`config.mk`:
```
export PLATFORM = sky130hd
export DESIGN_NAME = gpm_gpio_out_mux
export DESIGN_NICKNAME = d
export VERILOG_FILES = /design/src/gpm_pkg.sv /design/src/gpm_gpio_out_mux.sv /design/src/gpm_sync3.sv /design/src/gpm_div4.sv
export VERILOG_INCLUDE_DIRS = /design/src
export SDC_FILE = /design/constraint.sdc
export NUM_CORES = 1
export LEC_CHECK = 0
export BUFFER_PORTS_ARGS = -buffer_cell sky130_fd_sc_hd__buf_2
export CORE_MARGIN = 4
export CORE_UTILIZATION = 50
export CTS_BUF_LIST = sky130_fd_sc_hd__clkbuf_4 sky130_fd_sc_hd__clkbuf_8
export DETAILED_ROUTE_END_ITERATION = 10
export PLACE_DENSITY = 0.84
export SETUP_SLACK_MARGIN = 0.02
export SLEW_MARGIN = 15
export SYNTH_ARGS = -nofsm -noshare
export SYNTH_HDL_FRONTEND = slang
export SYNTH_SLANG_ARGS = --single-unit
```
`constraint.sdc`:
```
create_clock -name clk_sys_i -period 1.75 [get_ports clk_sys_i]
set_clock_uncertainty 0.1 [all_clocks]
set_input_delay 0.525 -clock clk_sys_i [delete_from_list [all_inputs] [get_ports clk_sys_i]]
set_output_delay 0.525 -clock clk_sys_i [all_outputs]
set_load 0.005 [all_outputs]
```
`src/gpm_params.svh`:
```
// constants for the pin output source selector
`ifndef GPM_PARAMS_SVH
`define GPM_PARAMS_SVH

// -------------------------------------------
// register offsets and layout
// -------------------------------------------
`define GPM_PIN1_SEL_OFS 8'h52
`define GPM_PIN0_SEL_OFS 8'h53
`define GPM_SEL_MSB      4
`define GPM_SEL_LSB      0
`define GPM_SEL_RST      8'h00
`define GPM_RD_UNMAPPED  8'h00

// -------------------------------------------
// source codes
// -------------------------------------------
`define GPM_C_OFF        5'h00
`define GPM_C_DSP        5'h01
`define GPM_C_REG        5'h02
`define GPM_C_AMUTE_LR   5'h03
`define GPM_C_AMUTE_L    5'h04
`define GPM_C_AMUTE_R    5'h05
`define GPM_C_CLK_INV    5'h06
`define GPM_C_SERIAL_AUDIO_OUT      5'h07
`define GPM_C_ANMUTE_L   5'h08
`define GPM_C_ANMUTE_R   5'h09
`define GPM_C_PLL_LOCK   5'h0A
`define GPM_C_CP_CLK     5'h0B
`define GPM_C_SHORT_L    5'h0C
`define GPM_C_SHORT_R    5'h0D
`define GPM_C_UV_HI      5'h0E
`define GPM_C_UV_LO      5'h0F
`define GPM_C_PLL_DIV4   5'h10
`define GPM_C_OSC_DIV4   5'h11
`define GPM_C_IMP_L      5'h12
`define GPM_C_IMP_R      5'h13
`define GPM_C_UVP        5'h14
`define GPM_C_OFS_CAL    5'h15
`define GPM_C_CLK_ERR    5'h16
`define GPM_C_CLK_CHG    5'h17
`define GPM_C_CLK_MISS   5'h18
`define GPM_C_CLK_HALT   5'h19
`define GPM_C_BOOT_DONE  5'h1A
`define GPM_C_CP_VALID_N 5'h1B

// -------------------------------------------
// divider
// -------------------------------------------
`define GPM_DIV_BITS     2
`define GPM_DIV_RST      2'h0

`endif

```
`src/gpm_pkg.sv`:
```
// types shared by the pin output source selector
package gpm_pkg;

  typedef logic [4:0] gpm_sel_t;

  // register port request, one access per cycle
  typedef struct packed {
    logic       wr;
    logic       rd;
    logic [7:0] addr;
    logic [7:0] wdata;
  } gpm_reg_req_s;

  // core flags already on the system clock
  typedef struct packed {
    logic amute_l;
    logic amute_r;
    logic clk_err;
    logic clk_chg;
    logic clk_miss;
    logic clk_halt;
    logic serial_audio_out;
    logic anmute_l_n;
    logic anmute_r_n;
    logic pll_lock;
    logic ofs_cal;
    logic boot_done;
  } gpm_core_flags_s;

  // analog and foreign-clock levels after synchronising
  typedef struct packed {
    logic cp_clk;
    logic short_l;
    logic short_r;
    logic uv_hi;
    logic uv_lo;
    logic imp_l;
    logic imp_r;
    logic undervoltage_protect;
    logic cp_valid_n;
    logic pll_div4;
    logic osc_div4;
  } gpm_ana_flags_s;

endpackage : gpm_pkg

```
`src/gpm_gpio_out_mux.sv`:
```
// output source selector for the general-purpose pins 0 and 1
//
// Overview of operation
// - five-bit field picks pin 0 source; codes 16-17 PLL, osc clock over four; 28-31 low
// - pin 0 source field resets to zero
// - codes 0-2: low, core output, register bit
// - codes 3-5: both, left, right auto-mute
// - code 6: error or changing or missing
// - code 7: serial audio data out
// - codes 8-9: active-low analog mute flags
// - code 10 PLL lock, 11 pump clock
// - code 14: undervoltage above 0.7 supply
// - code 15: undervoltage above 0.3 supply
// - codes 12-13: left, right short flags
// - codes 18-19: left, right impedance sense
// - code 20: undervoltage protect, low when low
// - code 21: high while offset calibration runs
// - codes 22-25: individual clock fault flags
// - code 26: core boot done
// - code 27: active-low pump voltage valid
`include "gpm_params.svh"

module gpm_gpio_out_mux (
  // clock and reset
  input  wire logic                    clk_sys_i,
  input  wire logic                    rst_b_i,
  // register port
  input  wire gpm_pkg::gpm_reg_req_s   reg_req_i,
  output logic [7:0]                   reg_rdata_o,
  output logic                         reg_rvalid_o,
  // per-pin direction and software sources
  input  wire logic [1:0]              pin_dir_out_i,
  input  wire logic [1:0]              dsp_pin_out_i,
  input  wire logic [1:0]              reg_pin_out_i,
  // core flags on this clock
  input  wire gpm_pkg::gpm_core_flags_s core_flags_i,
  // analog flags and foreign clocks
  input  wire logic                    cp_clk_i,
  input  wire logic                    pll_clk_i,
  input  wire logic                    osc_clk_i,
  input  wire logic                    short_l_i,
  input  wire logic                    short_r_i,
  input  wire logic                    uv_hi_i,
  input  wire logic                    uv_lo_i,
  input  wire logic                    imp_l_i,
  input  wire logic                    imp_r_i,
  input  wire logic                    undervoltage_protect_i,
  input  wire logic                    cp_valid_n_i,
  // pins, output enable low while driving
  output logic                         pin0_o,
  output logic                         pin0_oe_n_o,
  output logic                         pin1_o,
  output logic                         pin1_oe_n_o,
  // selected fields for the rest of the device
  output gpm_pkg::gpm_sel_t            pin0_source_field_o,
  output gpm_pkg::gpm_sel_t            pin1_source_field_o
);

  // -------------------------------------------
  // declarations
  // -------------------------------------------
  logic [7:0]              pin0_sel_q;
  logic [7:0]              pin1_sel_q;
  logic [7:0]              rdata_q;
  logic                    rvalid_q;
  logic [7:0]              ana_raw;
  logic [7:0]              ana_sync;
  logic [2:0]              clk_raw;
  logic [2:0]              clk_sync;
  logic                    pll_div4;
  logic                    osc_div4;
  gpm_pkg::gpm_ana_flags_s ana;
  gpm_pkg::gpm_sel_t       sel [2];
  logic [1:0]              src;
  logic [1:0]              pin_q;
  logic [1:0]              oe_n_q;

  // -------------------------------------------
  // source map
  // -------------------------------------------
  function automatic logic pick_source(
    input gpm_pkg::gpm_sel_t        code,
    input logic                     dsp_bit,
    input logic                     reg_bit,
    input gpm_pkg::gpm_core_flags_s cf,
    input gpm_pkg::gpm_ana_flags_s  af
  );
    logic v;
    v = 1'b0;
    case (code)
      `GPM_C_OFF:        v = 1'b0;
      `GPM_C_DSP:        v = dsp_bit;
      `GPM_C_REG:        v = reg_bit;
      `GPM_C_AMUTE_LR:   v = cf.amute_l & cf.amute_r;
      `GPM_C_AMUTE_L:    v = cf.amute_l;
      `GPM_C_AMUTE_R:    v = cf.amute_r;
      `GPM_C_CLK_INV:    v = cf.clk_err | cf.clk_chg | cf.clk_miss;
      `GPM_C_SERIAL_AUDIO_OUT:      v = cf.serial_audio_out;
      `GPM_C_ANMUTE_L:   v = cf.anmute_l_n;
      `GPM_C_ANMUTE_R:   v = cf.anmute_r_n;
      `GPM_C_PLL_LOCK:   v = cf.pll_lock;
      `GPM_C_CP_CLK:     v = af.cp_clk;
      `GPM_C_SHORT_L:    v = af.short_l;
      `GPM_C_SHORT_R:    v = af.short_r;
      `GPM_C_UV_HI:      v = af.uv_hi;
      `GPM_C_UV_LO:      v = af.uv_lo;
      `GPM_C_PLL_DIV4:   v = af.pll_div4;
      `GPM_C_OSC_DIV4:   v = af.osc_div4;
      `GPM_C_IMP_L:      v = af.imp_l;
      `GPM_C_IMP_R:      v = af.imp_r;
      `GPM_C_UVP:        v = af.undervoltage_protect;
      `GPM_C_OFS_CAL:    v = cf.ofs_cal;
      `GPM_C_CLK_ERR:    v = cf.clk_err;
      `GPM_C_CLK_CHG:    v = cf.clk_chg;
      `GPM_C_CLK_MISS:   v = cf.clk_miss;
      `GPM_C_CLK_HALT:   v = cf.clk_halt;
      `GPM_C_BOOT_DONE:  v = cf.boot_done;
      `GPM_C_CP_VALID_N: v = af.cp_valid_n;
      default:           v = 1'b0;
    endcase
    return v;
  endfunction : pick_source

  // -------------------------------------------
  // register writes
  // -------------------------------------------
  // upper reserved bits are stored and read back as written
  always_ff @(posedge clk_sys_i) begin
    if (!rst_b_i) begin
      pin0_sel_q <= `GPM_SEL_RST;
    end else if (reg_req_i.wr && reg_req_i.addr == `GPM_PIN0_SEL_OFS) begin
      pin0_sel_q <= reg_req_i.wdata;
    end
  end

  always_ff @(posedge clk_sys_i) begin
    if (!rst_b_i) begin
      pin1_sel_q <= `GPM_SEL_RST;
    end else if (reg_req_i.wr && reg_req_i.addr == `GPM_PIN1_SEL_OFS) begin
      pin1_sel_q <= reg_req_i.wdata;
    end
  end

  // -------------------------------------------
  // register reads
  // -------------------------------------------
  // an unmapped read answers zero so software never sees stale data
  always_ff @(posedge clk_sys_i) begin
    if (!rst_b_i) begin
      rdata_q  <= `GPM_RD_UNMAPPED;
      rvalid_q <= 1'b0;
    end else begin
      rvalid_q <= reg_req_i.rd;
      if (reg_req_i.rd) begin
        if (reg_req_i.addr == `GPM_PIN0_SEL_OFS) begin
          rdata_q <= pin0_sel_q;
        end else if (reg_req_i.addr == `GPM_PIN1_SEL_OFS) begin
          rdata_q <= pin1_sel_q;
        end else begin
          rdata_q <= `GPM_RD_UNMAPPED;
        end
      end
    end
  end

  assign reg_rdata_o  = rdata_q;
  assign reg_rvalid_o = rvalid_q;

  // -------------------------------------------
  // input synchronising
  // -------------------------------------------
  // analog comparators and foreign clocks are asynchronous here
  assign ana_raw = {short_l_i, short_r_i, uv_hi_i, uv_lo_i,
                    imp_l_i, imp_r_i, undervoltage_protect_i,
                    cp_valid_n_i};
  assign clk_raw = {cp_clk_i, pll_clk_i, osc_clk_i};

  gpm_sync3 #(
    .W (8)
  ) u_sync_ana (
    .clk_sys_i (clk_sys_i),
    .rst_b_i   (rst_b_i),
    .async_i   (ana_raw),
    .sync_o    (ana_sync)
  );

  gpm_sync3 #(
    .W (3)
  ) u_sync_clk (
    .clk_sys_i (clk_sys_i),
    .rst_b_i   (rst_b_i),
    .async_i   (clk_raw),
    .sync_o    (clk_sync)
  );

  // -------------------------------------------
  // divided clocks
  // -------------------------------------------
  gpm_div4 u_div_pll (
    .clk_sys_i (clk_sys_i),
    .rst_b_i   (rst_b_i),
    .lvl_i     (clk_sync[1]),
    .div_o     (pll_div4)
  );

  gpm_div4 u_div_osc (
    .clk_sys_i (clk_sys_i),
    .rst_b_i   (rst_b_i),
    .lvl_i     (clk_sync[0]),
    .div_o     (osc_div4)
  );

  always_comb begin
    ana.cp_clk     = clk_sync[2];
    ana.short_l    = ana_sync[7];
    ana.short_r    = ana_sync[6];
    ana.uv_hi      = ana_sync[5];
    ana.uv_lo      = ana_sync[4];
    ana.imp_l      = ana_sync[3];
    ana.imp_r      = ana_sync[2];
    ana.undervoltage_protect        = ana_sync[1];
    ana.cp_valid_n = ana_sync[0];
    ana.pll_div4   = pll_div4;
    ana.osc_div4   = osc_div4;
  end

  // -------------------------------------------
  // per-pin selection and drive
  // -------------------------------------------
  assign sel[0] = pin0_sel_q[`GPM_SEL_MSB:`GPM_SEL_LSB];
  assign sel[1] = pin1_sel_q[`GPM_SEL_MSB:`GPM_SEL_LSB];

  // registered pin keeps glitches of the mux off the pad
  for (genvar p = 0; p < 2; p++) begin : g_pin
    assign src[p] = pick_source(sel[p], dsp_pin_out_i[p],
                                reg_pin_out_i[p], core_flags_i, ana);

    always_ff @(posedge clk_sys_i) begin
      if (!rst_b_i) begin
        pin_q[p]  <= 1'b0;
        oe_n_q[p] <= 1'b1;
      end else begin
        pin_q[p]  <= src[p];
        oe_n_q[p] <= ~pin_dir_out_i[p];
      end
    end
  end

  assign pin0_o              = pin_q[0];
  assign pin0_oe_n_o         = oe_n_q[0];
  assign pin1_o              = pin_q[1];
  assign pin1_oe_n_o         = oe_n_q[1];
  assign pin0_source_field_o = sel[0];
  assign pin1_source_field_o = sel[1];

endmodule : gpm_gpio_out_mux

```
`src/gpm_sync3.sv`:
```
// three-stage synchroniser with agreement filter
module gpm_sync3 #(
  parameter int W = 1
) (
  // clock and reset
  input  wire logic         clk_sys_i,
  input  wire logic         rst_b_i,
  // levels
  input  wire logic [W-1:0] async_i,
  output logic      [W-1:0] sync_o
);

  logic [W-1:0] s1_q;
  logic [W-1:0] s2_q;
  logic [W-1:0] s3_q;
  logic [W-1:0] out_q;

  // only s2 reads s1; the filter looks at s2 and s3
  for (genvar b = 0; b < W; b++) begin : g_bit
    always_ff @(posedge clk_sys_i) begin
      if (!rst_b_i) begin
        s1_q[b]  <= 1'b0;
        s2_q[b]  <= 1'b0;
        s3_q[b]  <= 1'b0;
        out_q[b] <= 1'b0;
      end else begin
        s1_q[b] <= async_i[b];
        s2_q[b] <= s1_q[b];
        s3_q[b] <= s2_q[b];
        if (s2_q[b] == s3_q[b]) begin
          out_q[b] <= s3_q[b];
        end
      end
    end
  end

  assign sync_o = out_q;

endmodule : gpm_sync3

```
`src/gpm_div4.sv`:
```
// divide a synchronised clock level by four
`include "gpm_params.svh"

module gpm_div4 (
  // clock and reset
  input  wire logic clk_sys_i,
  input  wire logic rst_b_i,
  // clock level and divided output
  input  wire logic lvl_i,
  output logic      div_o
);

  logic                     prev_q;
  logic [`GPM_DIV_BITS-1:0] cnt_q;

  // limitation: source must be well below half the system clock rate
  always_ff @(posedge clk_sys_i) begin
    if (!rst_b_i) begin
      prev_q <= 1'b0;
      cnt_q  <= `GPM_DIV_RST;
    end else begin
      prev_q <= lvl_i;
      if (lvl_i && !prev_q) begin
        cnt_q <= cnt_q + 2'h1;
      end
    end
  end

  assign div_o = cnt_q[`GPM_DIV_BITS-1];

endmodule : gpm_div4

```
# After elaboration in Yosys (flattened, before gate mapping)
# Cells that the tools add are included.
# word_totals
register_bits	79
input_bits	49
output_inout_bits	23
wordCells	140
# op_classes
add_sub_neg	2
eq_ne	67
mux	4
n_bitwise	5
reduce_logical	6
# op_table
op	count
$eq A5 B5 Y1 const B	24
$eq A5 B4 Y1 const B	16
$pmux W1 S27	2
$eq A5 B3 Y1 const B	8
$eq A5 B2 Y1 const B	4
$eq A8 B7 Y1 const B	2
$mux W8	2
$eq A1 B1 Y1	11
$eq A5 B1 Y1 const B	2
$add A2 B1 Y2 const B	2
$logic_and A1 B1 Y1	4
$logic_not A1 Y1	2
$not A1 Y1	2
$or A1 B1 Y1	2
$and A1 B1 Y1	1

# Logic depth before layout (Yosys ltp)
# depth
ltp_word	3
mapped_depth	7
mapped_depth_nobuf	5

# Modules after synthesis
# From an unflattened synthesis, not the netlist that was laid out.
# hier_totals
cells_unflattened	351
hier_area_um2	3465.8
# by_module_without_submodules
module	n_inst	cells_per_inst	area_per_inst_um2	seq_area_each_um2
gpm_gpio_out_mux	1	217	1916.8	580.6
gpm_sync3 at u_sync_ana	1	83	960.9	640.6
gpm_sync3 at u_sync_clk	1	31	367.9	240.2
gpm_div4	2	10	110.1	60.1

# Worst setup path before layout
# OpenSTA, ideal clock, no wires.
# synth_timing
path_type	input-to-reg
startpoint	input port core_flags_i[2] (netlist name)
endpoint	register pin_q[0], in the netlist pin0_o
setup_ns	0.132
arrival_time_ns	1.426
required_ns	1.518
path_slack_ns	0.093
path_stages	4
n_path_buf	0
path_cell_list	mux2_2 > a32o_1 > a2111oi_2 > o22ai_1
# synth_via
elab_chain_cells	1
# synth_lines
item	line	rtl
start, declared	gpm_gpio_out_mux.sv:36	input wire gpm_pkg::gpm_core_flags_s core_flags_i,
$pmux W1 S27	gpm_gpio_out_mux.sv:90	case (code)
end signal, assigned by index	gpm_gpio_out_mux.sv:243	pin_q[p] <= src[p];
end, declared	gpm_gpio_out_mux.sv:75	logic [1:0] pin_q;
# No other way between the ends.
# A chain may end at the register's enable or synchronous reset.

# Worst setup path after layout
# layout_timing
startpoint	register pin1_sel_q[3]
endpoint	output port pin1_source_field_o[3]
# layout_lines
item	line	rtl
start, declared	gpm_gpio_out_mux.sv:63	logic [7:0] pin1_sel_q;
start signal, assigned	gpm_gpio_out_mux.sv:138	pin1_sel_q <= `GPM_SEL_RST;
start signal, assigned	gpm_gpio_out_mux.sv:140	pin1_sel_q <= reg_req_i.wdata;
end, declared	gpm_gpio_out_mux.sv:56	output gpm_pkg::gpm_sel_t pin1_source_field_o
# No word-level cell between the ends.

==> Flow_metrics.wiki <==
{| class="wikitable"
! Metric !! Value
|-
| Transition time of the tightest slew-check pin || about 0.56 ns
|-
| Global-route wire length before repair || roughly 13,000 um
|-
| Final-report hold violation count || 0
|-
| Final standard cell utilization of the core || a little under two thirds
|-
| Worst hold margin || about 0.22 ns
|-
| Main combinational cell family by area after synthesis || simple AND/OR/NAND/NOR gates
|-
| CP max stage cell || sky130_fd_sc_hd__dfxtp_2
|-
| GP Congestion || 0.873
|-
| Final #Nets || roughly 480
|-
| Buffer cell driving the clock tree root || sky130_fd_sc_hd__clkbuf_8
|-
| Number of slew-limit violations in the final report || 0
|-
| Terminating pin of the worst hold path || pin0_oe_n_o
|-
| CP bufs+invs || 2
|-
| Number of distinct library cell variants in the gate-level netlist after synthesis || 42
|-
| Clock tree from TritonCTS || yes
|-
| Top_reg_cell synth || sky130_fd_sc_hd__dfxtp_1
|-
| Crit Reg-Reg Startpoint || pin0_sel_q[3]
|-
| DR DRC count || 0
|-
| Total Power Consumption || 3.20 mW
|-
| Vias || ~2,700
|-
| DRC marker count from the first detailed-route iteration || approximately 110
|-
| Shortest period the worst path allows || about 1.7 ns
|-
| Synth top area cells || sky130_fd_sc_hd__dfxtp_1 (47%), sky130_fd_sc_hd__and2_1 (8.8%), sky130_fd_sc_hd__mux2i_1 (8.2%)
|-
| FF+latch area || 0.00160 mm^2
|-
| Number of cells in the design after placement || 501
|-
| Die H || roughly 90 um
|-
| Hold Path Cell Cnt || 2
|-
| Initial standard-cell utilization of the core || 52.7%
|-
| Maximum vdd drop || roughly 0.54 mV
|-
| Detailed Route WL || around 7600 um
|-
| Status || complete, no violations
|-
| Clock Sink Count || 79
|-
| Proportion of synthesized flip-flops having asynchronous set or reset || 0%
|-
| IO Pins || a little over 70
|-
| Share of the yosys chip area belonging to registers || 46.5%
|-
| Arithmetic-cell share of the synthesized area counting full adders, half adders and majority gates || 0%
|-
| Total of max-cap violations || 0
|-
| Share of final-layout standard cells stronger than drive strength 1 || a little over 30%
|-
| Multi-input logic area || ~0.0016 mm^2
|-
| Worst R2R Path Depth || 4
|-
| Data arrival, critical path || 1.06 ns
|-
| Area share of the largest cell type after synthesis || 46.5%
|-
| Final TNS setup || 0 ns
|-
| Smallest setup slack after layout || just over 0.06 ns
|-
| Number of flops mapped to enable cells by yosys || 0
|-
| Flip-flop and latch count after synthesis || just under 80
|-
| Area after DPL || ~0.004 mm^2
|-
| Max clock buf depth || 2
|-
| Die Width || between 90 and 100 um
|-
| HPWL after detailed placement || 5670 um
|-
| Post-route standard cell area excluding fillers || roughly 0.0041 mm^2
|-
| Kind of critical path || flop to primary output
|-
| Yosys warnings || 0
|-
| Crit end category || primary output
|-
| Total gr overflow || 0
|-
| Reg-to-reg critical path endpoint || pin0_o
|-
| Count of input and output buffers || just over 70
|-
| Core Area || around 0.0065 mm^2
|-
| Post-synthesis compound-gate area fraction || 13.1%
|-
| Synthesized net count || approximately 400
|-
| Tcrit/Tclk final || a little over nine tenths
|-
| Final setup viols || 0
|-
| Most common cell after layout, fill and taps aside || sky130_fd_sc_hd__dfxtp_1
|-
| Gate count after technology mapping || between 300 and 400
|-
| Final std cells w/o fill || 517
|-
| Hold-fix buffer count after cts || 0
|-
| Multiplexer share of the synthesized area || between 10% and 20%
|-
| Number of antenna diodes || 0
|-
| Number of antenna violations at the first check in global routing || 0
|-
| RSZ-0062 raised after global routing || true
|-
| Pin count of the biggest net entering global routing || 29
|-
| Vias in the first global route || between 2,000 and 3,000
|-
| Critical Path Source Type || flop
|-
| Kind of path behind the tightest hold check || input port to flop
|-
| Filler cell count || 538
|-
| Commonest cells after routing, fill and taps aside || sky130_fd_sc_hd__dfxtp_1 (72), sky130_fd_sc_hd__buf_2 (71), sky130_fd_sc_hd__and2_1 (48), sky130_fd_sc_hd__buf_4 (29), sky130_fd_sc_hd__mux2i_1 (28)
|-
| Clk Latency, worst-skew pair || about 0.35 ns
|-
| Synthesis-to-finish area growth || 21.3%
|-
| Slew HR || 61.9%
|-
| Number of cell rows || 29
|-
| Number of nets with antenna violations after routing || 0
|-
| Routed via count divided by cell count || roughly 5.2
|-
| Largest stage delay on the critical path || 0.42 ns
|-
| Synthesized-area fraction occupied by and/or/nand/nor cells || roughly 23%
|-
| Area enclosed by the die boundary || around 0.0082 mm^2
|-
| Cell-by-cell listing of the critical path || buf_4 > buf_2
|-
| Start point of the worst min-delay path || pin_dir_out_i[0]
|-
| Leakage dissipation || around 1.8 nW
|-
| Count of H-tree levels built during CTS || 3
|-
| Maximum frequency from static timing analysis || a little under 600 MHz
|-
| Number of detailed-routing iterations run before antenna repair || 4
|-
| Internal reg-to-reg setup slack || 0.09 ns
|-
| Mean cell area of the mapped netlist || ~9.6 um^2
|-
| Area share of xor/xnor cells in the synthesized design || roughly 1.0%
|-
| Cell area after technology mapping || between 0.003 and 0.004 mm^2
|-
| Per-cell routed wire length || around 15 um
|-
| Data required time at the worst endpoint || about 1.1 ns
|-
| CP delay by family, top || flip-flops
|-
| Most area-hungry cell type in the Yosys netlist || sky130_fd_sc_hd__dfxtp_1
|-
| Combined global-route utilization of all metal layers || between 10% and 20%
|-
| Worst slack at placement || -0.130 ns
|-
| Max Fanout on Critical Path || 8
|-
| PwrDens || 775 mW/mm^2
|-
| Clock slew at the register clock pins of the worst setup and hold paths || about 0.080 ns
|-
| Total CTS buffers || 9
|}
-- timing repair --
| item | 4_1_cts | 5_1_grt |
|---|---|---|
| gates resized for setup | 6 | 5 |
| buffers inserted | 0 | 0 |
| pin swaps | 0 | 3 |
| endpoints found under the setup margin | 6 | 2 |
-- logic make-up after synthesis --
kind of cell,after synthesis
DFF,79
and+or+nand+nor,135
AOI/OAI and AO/OA,64
buffers and inverters,41
xor gates and xnor gates,4
muxes,32
-- power by group --
group / switching [mW] / leakage [nW] / total, mW / internal, mW
Combinational: 0.0751 / 1.11 / 0.168 / 0.0928
Sequential: 0.0124 / 0.647 / 1.84 / 1.83
Clock: 0.645 / 0.0784 / 1.19 / 0.544
-- cells in the mapped netlist (2+ instances only) --
cell and count:
sky130_fd_sc_hd__a2111oi_0 2, sky130_fd_sc_hd__a21oi_1 4, sky130_fd_sc_hd__dfxtp_1 79, sky130_fd_sc_hd__nor2b_1 23
sky130_fd_sc_hd__xnor2_1 2, sky130_fd_sc_hd__buf_2 10, sky130_fd_sc_hd__mux2i_1 28, sky130_fd_sc_hd__a32o_1 4
sky130_fd_sc_hd__a31oi_1 5, sky130_fd_sc_hd__mux2_2 2, sky130_fd_sc_hd__inv_1 8, sky130_fd_sc_hd__a21boi_0 13
sky130_fd_sc_hd__nor2_1 9, sky130_fd_sc_hd__and3_1 4, sky130_fd_sc_hd__xor2_1 2, sky130_fd_sc_hd__a22oi_1 2
sky130_fd_sc_hd__nor4bb_1 3, sky130_fd_sc_hd__and2_1 48, sky130_fd_sc_hd__nand2_1 25, sky130_fd_sc_hd__nand3_1 4
sky130_fd_sc_hd__nor3b_1 4, sky130_fd_sc_hd__o22ai_1 9, sky130_fd_sc_hd__nand3b_1 2, sky130_fd_sc_hd__o21ai_0 17
sky130_fd_sc_hd__buf_4 11, sky130_fd_sc_hd__nand2b_1 4, sky130_fd_sc_hd__nor3_1 3, sky130_fd_sc_hd__and2b_1 2
sky130_fd_sc_hd__mux4_2 2, sky130_fd_sc_hd__clkbuf_1 12
-- worst register-to-register path, delay by kind of cell (launching register included) --
family	cells	cell delay, ns
AO/OA/AOI/OAI	3	0.72
multiplexers	1	0.33
flip-flops	1	0.38
-- per-layer routing --
layer | up-vias | part of all wire [%] | GRT usage [%] | wire [um]
met5 | - | 0 | 0 | 0
met4 | 0 | 2.3 | 9.57 | 172
met3 | 12 | 6.0 | 4.75 | 453
met2 | 82 | 49 | 31.9 | 3740
met1 | 1241 | 42 | 22.3 | 3190
li1 | 1371 | - | - | -
-- sequential cells by signal, indices dropped and copies added (netlist names) --
register,flops
u_div_osc.cnt_q,2
u_sync_clk.s2_q,3
u_sync_ana.sync_o,8
u_div_pll.prev_q,1
pin1_o,1
u_sync_clk.s1_q,3
pin1_oe_n_o,1
reg_rdata_o,8
pin0_o,1
pin0_oe_n_o,1
u_sync_ana.s2_q,8
reg_rvalid_o,1
u_div_osc.prev_q,1
pin0_sel_q,8
u_div_pll.cnt_q,2
u_sync_clk.s3_q,3
u_sync_clk.sync_o,3
u_sync_ana.s3_q,8
u_sync_ana.s1_q,8
pin1_sel_q,8
-- how the worst max path moves through the flow --
stage | start | endpoint | slack (ns) | depth (start not counted)
after global routing | pin0_sel_q[3] | pin0_o | -0.001 | 6
after global placement | core_flags_i[7] | pin0_o | -0.10 | 6
after CTS | pin0_sel_q[2] | pin0_o | 0.04 | 4
after detailed placement | reg_req_i[11] | pin0_sel_q[4] | -0.13 | 6
final | pin1_sel_q[3] | pin1_source_field_o[3] | 0.06 | 2
after floorplan | core_flags_i[2] | pin0_o | 0.09 | 4
-- cell type report --
class                           instances  share of cell area (%)
Multi-Input combinational cell        235                    39.2
Sequential cell                        79                    38.7
Timing Repair Buffer                  102                    14.9
Clock buffer                           11                    3.37
Tap cell                               77                    2.33
Clock inverter                          5                   0.849
Inverter                                8                   0.728
No activity file was read; power rests on OpenSTA's default activity.
